`src/logic/socr_pkg.sv`:
```
/*
 * Constants for the serial output configuration register group:
 * register offsets, field positions, write masks and reset values.
 * Assumes an 8-bit address and 8-bit data register port on the sample clock.
 */
package socr_pkg;

  // ----------------------------------------------------------------
  // Register offsets
  // ----------------------------------------------------------------
  localparam logic [7:0] ADDR_OUT_FMT   = 8'h14;
  localparam logic [7:0] ADDR_DRV_TRIM  = 8'h15;
  localparam logic [7:0] ADDR_CLK_PHASE = 8'h16;
  localparam logic [7:0] ADDR_PAT1_LOW  = 8'h19;
  localparam logic [7:0] ADDR_PAT1_HIGH = 8'h1a;
  localparam logic [7:0] ADDR_UPDATE    = 8'hff;

  // ----------------------------------------------------------------
  // Field positions
  // ----------------------------------------------------------------
  localparam int FMT_LOW_POWER_BIT = 6;
  localparam int FMT_INVERT_BIT    = 2;
  localparam int FMT_CODE_LSB      = 0;
  localparam int TERM_LSB          = 4;
  localparam int PHASE_LSB         = 0;
  localparam int UPDATE_XFER_BIT   = 0;

  // ----------------------------------------------------------------
  // Field codes and masks
  // ----------------------------------------------------------------
  localparam logic [1:0] FMT_OFFSET_BIN = 2'h0;
  localparam logic [1:0] FMT_TWOS_COMP  = 2'h1;
  localparam logic [1:0] TERM_NONE      = 2'h0;
  localparam logic [3:0] PHASE_MAX      = 4'ha;
  localparam logic [3:0] TEST_USER_PAT  = 4'h8;
  localparam logic [7:0] MASK_OUT_FMT   = 8'h47;
  localparam logic [7:0] MASK_DRV_TRIM  = 8'h30;
  localparam logic [7:0] MASK_CLK_PHASE = 8'h0f;
  localparam logic [7:0] MASK_PAT       = 8'hff;

  // ----------------------------------------------------------------
  // Reset values
  // ----------------------------------------------------------------
  localparam logic [7:0] RST_OUT_FMT   = 8'h00;
  localparam logic [7:0] RST_DRV_TRIM  = 8'h00;
  localparam logic [7:0] RST_CLK_PHASE = 8'h03;
  localparam logic [7:0] RST_PAT       = 8'h00;
  localparam logic [9:0] RST_DATA      = 10'h000;

endpackage : socr_pkg

```
`src/logic/socr_regs.sv`:
```
/*
 * Serial output configuration registers: master copies written by the
 * serial port, active copies loaded by the transfer bit, and the output
 * word path (pattern substitution, coding, inversion).
 * Assumes the serial port decoder and the sample data source run on clk_in.
 */
// Contract
// - Bit 6 picks standard or low-power LVDS
// - Bit 2 inverts the output data
// - Format 00 offset binary, 01 two's complement
// - Bits 5:4 pick output termination
// - Low nibble picks clock phase, 60-degree steps
// - Phase register resets to 0x03
// - Phase code never touches data timing
// - Pattern low byte held, resets zero
// - Pattern high byte at next address
// - Pattern replaces data in user mode only
// - Transfer bit copies master into active
module socr_regs
  import socr_pkg::*;
(
  // Clock and reset
  input  wire logic       clk_in,
  input  wire logic       reset_n_in,
  // Register port from serial decoder
  input  wire logic [7:0] reg_addr_in,
  input  wire logic [7:0] reg_wdata_in,
  input  wire logic       reg_wr_in,
  input  wire logic       reg_rd_in,
  output logic      [7:0] reg_rdata_out,
  // Data path
  input  wire logic [9:0] adc_data_in,
  input  wire logic [3:0] test_mode_in,
  output logic      [9:0] data_out,
  // Driver controls
  output logic            lvds_low_power_out,
  output logic      [1:0] termination_out,
  output logic      [3:0] clock_phase_out
);

  // ----------------------------------------------------------------
  // Master registers
  // ----------------------------------------------------------------
  logic [7:0] fmt_m_q, fmt_m_d;
  logic [7:0] trim_m_q, trim_m_d;
  logic [7:0] phase_m_q, phase_m_d;
  logic [7:0] patl_m_q, patl_m_d;
  logic [7:0] path_m_q, path_m_d;
  logic [7:0] rdata_q, rdata_d;
  logic       xfer;

  assign xfer = reg_wr_in && (reg_addr_in == ADDR_UPDATE) && reg_wdata_in[UPDATE_XFER_BIT];

  always_comb begin
    fmt_m_d   = fmt_m_q;
    trim_m_d  = trim_m_q;
    phase_m_d = phase_m_q;
    patl_m_d  = patl_m_q;
    path_m_d  = path_m_q;
    rdata_d   = rdata_q;
    if (reg_wr_in) begin
      case (reg_addr_in)
        ADDR_OUT_FMT:   fmt_m_d   = reg_wdata_in & MASK_OUT_FMT;
        ADDR_DRV_TRIM:  trim_m_d  = reg_wdata_in & MASK_DRV_TRIM;
        ADDR_CLK_PHASE: phase_m_d = reg_wdata_in & MASK_CLK_PHASE;
        ADDR_PAT1_LOW:  patl_m_d  = reg_wdata_in & MASK_PAT;
        ADDR_PAT1_HIGH: path_m_d  = reg_wdata_in & MASK_PAT;
        default: ;
      endcase
    end
    // Reads show the master copy so software sees what it wrote before a transfer
    if (reg_rd_in) begin
      case (reg_addr_in)
        ADDR_OUT_FMT:   rdata_d = fmt_m_q;
        ADDR_DRV_TRIM:  rdata_d = trim_m_q;
        ADDR_CLK_PHASE: rdata_d = phase_m_q;
        ADDR_PAT1_LOW:  rdata_d = patl_m_q;
        ADDR_PAT1_HIGH: rdata_d = path_m_q;
        default:        rdata_d = 8'h00;
      endcase
    end
  end

  always_ff @(posedge clk_in or negedge reset_n_in) begin
    if (!reset_n_in) begin
      fmt_m_q   <= RST_OUT_FMT;
      trim_m_q  <= RST_DRV_TRIM;
      phase_m_q <= RST_CLK_PHASE;
      patl_m_q  <= RST_PAT;
      path_m_q  <= RST_PAT;
      rdata_q   <= 8'h00;
    end else begin
      fmt_m_q   <= fmt_m_d;
      trim_m_q  <= trim_m_d;
      phase_m_q <= phase_m_d;
      patl_m_q  <= patl_m_d;
      path_m_q  <= path_m_d;
      rdata_q   <= rdata_d;
    end
  end

  assign reg_rdata_out = rdata_q;

  // ----------------------------------------------------------------
  // Active registers
  // ----------------------------------------------------------------
  logic [7:0] fmt_a_q, fmt_a_d;
  logic [7:0] trim_a_q, trim_a_d;
  logic [7:0] phase_a_q, phase_a_d;
  logic [7:0] patl_a_q, patl_a_d;
  logic [7:0] path_a_q, path_a_d;

  always_comb begin
    fmt_a_d   = fmt_a_q;
    trim_a_d  = trim_a_q;
    phase_a_d = phase_a_q;
    patl_a_d  = patl_a_q;
    path_a_d  = path_a_q;
    if (xfer) begin
      fmt_a_d   = fmt_m_q;
      trim_a_d  = trim_m_q;
      phase_a_d = phase_m_q;
      patl_a_d  = patl_m_q;
      path_a_d  = path_m_q;
    end
  end

  always_ff @(posedge clk_in or negedge reset_n_in) begin
    if (!reset_n_in) begin
      fmt_a_q   <= RST_OUT_FMT;
      trim_a_q  <= RST_DRV_TRIM;
      phase_a_q <= RST_CLK_PHASE;
      patl_a_q  <= RST_PAT;
      path_a_q  <= RST_PAT;
    end else begin
      fmt_a_q   <= fmt_a_d;
      trim_a_q  <= trim_a_d;
      phase_a_q <= phase_a_d;
      patl_a_q  <= patl_a_d;
      path_a_q  <= path_a_d;
    end
  end

  assign lvds_low_power_out = fmt_a_q[FMT_LOW_POWER_BIT];
  assign termination_out    = trim_a_q[TERM_LSB +: 2];
  // Codes above the top step pass through untouched; their phase is undefined
  assign clock_phase_out    = phase_a_q[PHASE_LSB +: 4];

  // ----------------------------------------------------------------
  // Output word path
  // ----------------------------------------------------------------
  // Phase never enters here, so data latching is identical for every phase code
  logic [9:0] data_q, data_d;
  logic [9:0] word;

  always_comb begin
    word = adc_data_in;
    if (test_mode_in == TEST_USER_PAT) begin
      word = {path_a_q[1:0], patl_a_q};
    end else if (fmt_a_q[FMT_CODE_LSB +: 2] == FMT_TWOS_COMP) begin
      word = {~adc_data_in[9], adc_data_in[8:0]};
    end
    data_d = fmt_a_q[FMT_INVERT_BIT] ? ~word : word;
  end

  always_ff @(posedge clk_in or negedge reset_n_in) begin
    if (!reset_n_in) begin
      data_q <= RST_DATA;
    end else begin
      data_q <= data_d;
    end
  end

  assign data_out = data_q;

  // ----------------------------------------------------------------
  // Checks
  // ----------------------------------------------------------------
  logic xfer_seen_q, xfer_seen_d;

  always_comb begin
    xfer_seen_d = xfer_seen_q | xfer;
  end

  always_ff @(posedge clk_in or negedge reset_n_in) begin
    if (!reset_n_in) begin
      xfer_seen_q <= 1'b0;
    end else begin
      xfer_seen_q <= xfer_seen_d;
    end
  end

  chk_phase_reset: assert property (@(posedge clk_in) disable iff (!reset_n_in)
    !xfer_seen_q |-> (clock_phase_out == RST_CLK_PHASE[3:0]))
    else $error("Clock phase left its reset code without a transfer");

  chk_xfer_copy: assert property (@(posedge clk_in) disable iff (!reset_n_in)
    xfer |=> (lvds_low_power_out == $past(fmt_m_q[FMT_LOW_POWER_BIT])) &&
             (termination_out == $past(trim_m_q[5:4])) && (clock_phase_out == $past(phase_m_q[3:0])))
    else $error("Transfer did not copy master values");

  chk_active_hold: assert property (@(posedge clk_in) disable iff (!reset_n_in)
    !xfer |=> $stable(clock_phase_out) && $stable(termination_out) && $stable(lvds_low_power_out))
    else $error("Active value moved without a transfer");

  chk_pattern_out: assert property (@(posedge clk_in) disable iff (!reset_n_in)
    (test_mode_in == TEST_USER_PAT) && !fmt_a_q[FMT_INVERT_BIT] && !xfer
      |=> data_out == {$past(path_a_q[1:0]), $past(patl_a_q)})
    else $error("User pattern not on output");

  chk_offset_out: assert property (@(posedge clk_in) disable iff (!reset_n_in)
    (test_mode_in != TEST_USER_PAT) && (fmt_a_q[2:0] == 3'h0) |=> data_out == $past(adc_data_in))
    else $error("Offset binary word altered");

  chk_twos_out: assert property (@(posedge clk_in) disable iff (!reset_n_in)
    (test_mode_in != TEST_USER_PAT) && (fmt_a_q[2:0] == 3'h1)
      |=> data_out == {~$past(adc_data_in[9]), $past(adc_data_in[8:0])})
    else $error("Two's complement word wrong");

  chk_invert_out: assert property (@(posedge clk_in) disable iff (!reset_n_in)
    (test_mode_in != TEST_USER_PAT) && (fmt_a_q[2:0] == 3'h4) |=> data_out == ~$past(adc_data_in))
    else $error("Inverted word wrong");

  chk_unused_read: assert property (@(posedge clk_in) disable iff (!reset_n_in)
    reg_rd_in && (reg_addr_in == ADDR_CLK_PHASE) |=> reg_rdata_out[7:4] == 4'h0)
    else $error("Unused phase bits read nonzero");

  chk_pat_read: assert property (@(posedge clk_in) disable iff (!reset_n_in)
    reg_wr_in && (reg_addr_in == ADDR_PAT1_HIGH) ##1 reg_rd_in && !reg_wr_in && (reg_addr_in == ADDR_PAT1_HIGH)
      |=> reg_rdata_out == $past(reg_wdata_in, 2))
    else $error("Pattern high byte not held");

  chk_drive_ctl: assert property (@(posedge clk_in) disable iff (!reset_n_in)
    !xfer_seen_q |-> !lvds_low_power_out && (termination_out == TERM_NONE))
    else $error("Driver controls left reset state without a transfer");

  // ----------------------------------------------------------------
  // Register port checks
  // ----------------------------------------------------------------
  // Masked writes: only defined bits may ever hold a one
  chk_fmt_mask: assert property (@(posedge clk_in) disable iff (!reset_n_in)
    reg_wr_in && (reg_addr_in == ADDR_OUT_FMT)
      |=> fmt_m_q == ($past(reg_wdata_in) & MASK_OUT_FMT))
    else $error("Format register kept an unused bit");

  chk_trim_mask: assert property (@(posedge clk_in) disable iff (!reset_n_in)
    reg_wr_in && (reg_addr_in == ADDR_DRV_TRIM)
      |=> trim_m_q == ($past(reg_wdata_in) & MASK_DRV_TRIM))
    else $error("Drive trim register kept an unused bit");

  chk_phase_mask: assert property (@(posedge clk_in) disable iff (!reset_n_in)
    reg_wr_in && (reg_addr_in == ADDR_CLK_PHASE)
      |=> phase_m_q == ($past(reg_wdata_in) & MASK_CLK_PHASE))
    else $error("Phase register kept an unused bit");

  chk_patl_write: assert property (@(posedge clk_in) disable iff (!reset_n_in)
    reg_wr_in && (reg_addr_in == ADDR_PAT1_LOW)
      |=> patl_m_q == $past(reg_wdata_in))
    else $error("Pattern low byte not written");

  chk_path_write: assert property (@(posedge clk_in) disable iff (!reset_n_in)
    reg_wr_in && (reg_addr_in == ADDR_PAT1_HIGH)
      |=> path_m_q == $past(reg_wdata_in))
    else $error("Pattern high byte not written");

  // Masters move only on a write strobe
  chk_master_hold: assert property (@(posedge clk_in) disable iff (!reset_n_in)
    !reg_wr_in |=> $stable(fmt_m_q) && $stable(trim_m_q) && $stable(phase_m_q) &&
                   $stable(patl_m_q) && $stable(path_m_q))
    else $error("Master register moved without a write");

  chk_unmapped_read: assert property (@(posedge clk_in) disable iff (!reset_n_in)
    reg_rd_in && (reg_addr_in != ADDR_OUT_FMT) && (reg_addr_in != ADDR_DRV_TRIM) &&
      (reg_addr_in != ADDR_CLK_PHASE) && (reg_addr_in != ADDR_PAT1_LOW) && (reg_addr_in != ADDR_PAT1_HIGH)
      |=> reg_rdata_out == 8'h00)
    else $error("Unmapped address read nonzero");

  // Read data must stand until the next read strobe
  chk_rdata_hold: assert property (@(posedge clk_in) disable iff (!reset_n_in)
    !reg_rd_in |=> $stable(reg_rdata_out))
    else $error("Read data changed without a read");

  chk_xfer_all: assert property (@(posedge clk_in) disable iff (!reset_n_in)
    xfer |=> (fmt_a_q == $past(fmt_m_q)) && (patl_a_q == $past(patl_m_q)) && (path_a_q == $past(path_m_q)))
    else $error("Transfer missed a format or pattern value");

  chk_xfer_bit: assert property (@(posedge clk_in) disable iff (!reset_n_in)
    reg_wr_in && (reg_addr_in == ADDR_UPDATE) && !reg_wdata_in[UPDATE_XFER_BIT]
      |=> $stable(fmt_a_q) && $stable(patl_a_q) && $stable(path_a_q))
    else $error("Update write without transfer bit moved active values");

  // ----------------------------------------------------------------
  // Output word checks
  // ----------------------------------------------------------------
  // Coding never applies to the pattern, only inversion does
  chk_pattern_raw: assert property (@(posedge clk_in) disable iff (!reset_n_in)
    (test_mode_in == TEST_USER_PAT) && (fmt_a_q[2:0] == 3'h1)
      |=> data_out == {$past(path_a_q[1:0]), $past(patl_a_q)})
    else $error("Pattern was recoded");

  chk_pattern_inv: assert property (@(posedge clk_in) disable iff (!reset_n_in)
    (test_mode_in == TEST_USER_PAT) && fmt_a_q[FMT_INVERT_BIT]
      |=> data_out == ~{$past(path_a_q[1:0]), $past(patl_a_q)})
    else $error("Inverted pattern wrong");

endmodule : socr_regs

```
`config.mk`:
```
export PLATFORM = sky130hd
export DESIGN_NAME = socr_regs
export DESIGN_NICKNAME = d
export VERILOG_FILES = /design/src/logic/socr_pkg.sv /design/src/logic/socr_regs.sv
export SDC_FILE = /design/constraint.sdc
export NUM_CORES = 1
export LEC_CHECK = 0
export ABC_AREA = 1
export BUFFER_PORTS_ARGS = -buffer_cell sky130_fd_sc_hd__buf_2
export CORE_UTILIZATION = 59
export CTS_CLUSTER_SIZE = 16
export DETAILED_ROUTE_END_ITERATION = 10
export PLACE_DENSITY = 0.82
export SYNTH_ARGS = -nofsm -noshare
export SYNTH_HDL_FRONTEND = slang
export SYNTH_SLANG_ARGS = --single-unit
```
`constraint.sdc`:
```
create_clock -name clk_in -period 2.09 [get_ports clk_in]
set_input_delay 0.418 -clock clk_in [delete_from_list [all_inputs] [get_ports clk_in]]
set_output_delay 0.418 -clock clk_in [all_outputs]
set_load 0.01 [all_outputs]
```
==> run_results.csv <==
group,metric,value,unit
grt,grt_antenna_before_repair,0,
sta,finalMaxSlewViolations,0,
sta,finalHoldViolCount,0,
layout,fin_util,73.3,%
run_status,status,"complete, no violations",
worst_setup_path,max_stage_delay,530,ps
floorplanning,start_util,61.4,%
sta,tightest_slew,627,ps
grt,grt_pass1_vias,2331,
clock_tree,postCtsHoldBufs,0,
detailed_routing,detail_route.first_pass.iterations,4,
worst_setup_path,timing.rr.start,"fmt_a_q[1]$_DFFE_PN0P_",
job,cap_violations,0,
layout,area_growth,19.4,%
worst_setup_path,startpoint_type,"flip-flop",
place,place_hpwl,4440,um
floorplanning,dieHeight,72.4,um
yosys,ys_warn_count,0,
yosys,post-synth-top-area-fraction,51.4,%
worst_setup_path,cp_data_arrival_time,990,ps
layout,n_antenna_cell,0,
worst_setup_path,cp_max_fo,2,
sta,skew,4.85,ps
place,io_buffers,58,
clock_tree,post_cts_resize_count,0,
grt,gr-total-overflow,0,
sta,rsz0062_at_grt,"false",
yosys,syn_area_per_cell,8.59,um2
detailed_routing,drc,0,
worst_setup_path,critical_path_required,1670,ps
place,place_congestion,0.915,
yosys,yosys-top-cells-count,"nand2_1 (115), dfrtp_1 (60), o21ai_0 (33)",
clock_tree,ctsRootBufferMaster,"clkbuf_8",
worst_hold_path,hp-class,"in -> async",
clock_tree,cts_buffers,9,
power,ir_drop,383,uV
sta,post-route-period-util,67.5,%
clock_tree,cts_tree,"done",
power,pwr_density_cell,716,mW/mm2
worst_setup_path,critPathBufInv,1,
grt,track_usage,27.2,%
detailed_routing,routed_wl,6260,um
layout,multi_input_area,0.00112,mm2
yosys,synth_area_leaders,"dfrtp_1 (51%), nand2_1 (15%), o21ai_0 (5.7%), nand4_1 (4.9%), nand3_1 (4.5%)",
sta,max_freq,0.709,GHz
grt,grt_pass1_wl,10600,um
sta,period_minus_slack,1410,ps
yosys,async_reset_ff_share,100,%
power,leakagePower,0.00186,uW
detailed_routing,drtAntennaViolNets,0,
detailed_routing,wl_per_cell,13.2,um
yosys,synth_top_area_cell,"dfrtp_1",
yosys,synth_nets,374,
worst_setup_path,startpoint,"phase_a_q[0]$_DFFE_PN1P_",
worst_setup_path,path_cells,"buf_2",
worst_setup_path,crit_family,"flip-flops",
worst_setup_path,critPathKind,"reg -> out",
floorplanning,die_w,72.4,um
sta,tns,0,ps
yosys,synthMostInstantiatedCell,"nand2_1",
floorplanning,die_area,0.00524,mm2
clock_tree,clk_latency,340,ps
yosys,seq_area_frac_synth,55.0,%
floorplanning,core,0.00475,mm2
clock_tree,h-tree-depth,3,
yosys,synth_area,0.00292,mm2
detailed_routing,detail_route.iter0.violations,211,
sta,max-slew-margin-rel,58.1,%
yosys,synth_cells,340,
floorplanning,num_rows,25,
layout,fillers,407,
yosys,synth_ff_type,"dfrtp_1",
clock_tree,postCtsSetupRepairBufs,0,
layout,seq_area,0.00161,mm2
yosys,yosysUniqueCellTypes,22,
floorplanning,io-pin-count,59,
clock_tree,cts_sinks,64,
grt,grt_max_degree,65,
detailed_routing,vias,2481,
yosys,synth_edf_count,0,
yosys,synth-seq-cells,64,
worst_setup_path,worst_path_max_delay_cell,"dfstp_2",
worst_setup_path,endpoint_kind,"output pin",
layout,drive_gt1_share,22.9,%
clock_tree,clockBufferDepth,2,
layout,nets,436,
detailed_routing,vias_per_cell,5.23,
sta,setup_viol,0,
clock_tree,clk_pin_slew,70,ps
metrics by stage:
stage | cell area, um2 | hold WS [ps] | worst slack [ps] | std cells | power [uW]
2_1_floorplan | 2920 | 122 | 692 | 340 | 1430
6_report | 3490 | 79.0 | 679 | 474 | 2500
5_1_grt | 3490 | 99.4 | 540 | 474 | 2610
3_3_place_gp | 3300 | 451 | 404 | 458 | 1530
4_1_cts | 3490 | 89.3 | 670 | 474 | 2510
3_5_place_dp | 3300 | 451 | 357 | 458 | 1540
routing by layer:
layer	up-vias	GRT usage, %	wire length (um)
met5	-	0	0
met4	0	16.1	190
met3	15	5.83	327
met2	85	44.1	3050
met1	1147	33.6	2690
li1	1234	-	-
path summary, 6_finish.rpt:
kind	endpoint	slack (ps)	cells after the start
min reg2reg	phase_a_q[1]$_DFFE_PN1P_	460	2
max reg2reg	data_out[9]$_DFF_PN0_	1060	7
min in group clk_in	trim_m_q[5]$_DFFE_PN0P_	300	3
min	data_out[6]$_DFF_PN0_	80	2
max in group asynchronous	phase_m_q[1]$_DFFE_PN1P_	1690	2
max	clock_phase_out[0]	680	1
power breakdown:
part           leakage [uW]  internal, uW  total (uW)  switching [uW]
Clock             0.0000927           527         984             457
Sequential         0.000838          1290        1310            26.9
Combinational      0.000928          75.3         201             126
Total               0.00186          1890        2500             610
placed cells by master (no fill, tap or decap):
master,netlist,final
nand3b_1,1,1
nor4_2,1,1
nand2_1,115,115
nand4_1,23,23
nor2_2,3,3
buf_12,0,1
xnor2_1,1,1
dfrtp_1,60,60
nand3_4,2,2
nor3_2,0,1
buf_4,2,7
o21ai_0,33,33
clkbuf_1,7,2
buf_2,6,58
inv_1,32,32
xor2_1,9,9
nor2_1,5,5
nand3_1,26,26
dfstp_2,4,4
nor2_4,1,1
inv_2,1,1
clkinv_2,0,1
o21a_1,3,3
clkinvlp_4,0,1
o211ai_1,4,4
clkbuf_8,0,12
registers in the layout, indices dropped and copies added (netlist names):
register       count
data_out          10
fmt_a_q            4
fmt_m_q            4
path_a_q           2
path_m_q           8
patl_a_q           8
patl_m_q           8
phase_a_q          4
phase_m_q          4
reg_rdata_out      8
trim_a_q           2
trim_m_q           2
area by class of cell:
| type | instances | area share (%) |
|---|---|---|
| clock buffers | 14 | 4.95 |
| clock inverters | 2 | 0.359 |
| inverters | 33 | 3.55 |
| multi-input cells | 228 | 32.3 |
| flip-flops and latches | 64 | 46.1 |
| well taps | 67 | 2.40 |
| repair buffers | 66 | 10.4 |
cell families after synthesis:
logic type | share of synthesized area, %
DFF | 55.0
buffers and inverters | 6.68
and+or+nand+nor | 27.9
xor gates and xnor gates | 3.00
AOI/OAI and AO/OA | 7.45
No activity file was read; power rests on OpenSTA's default activity.
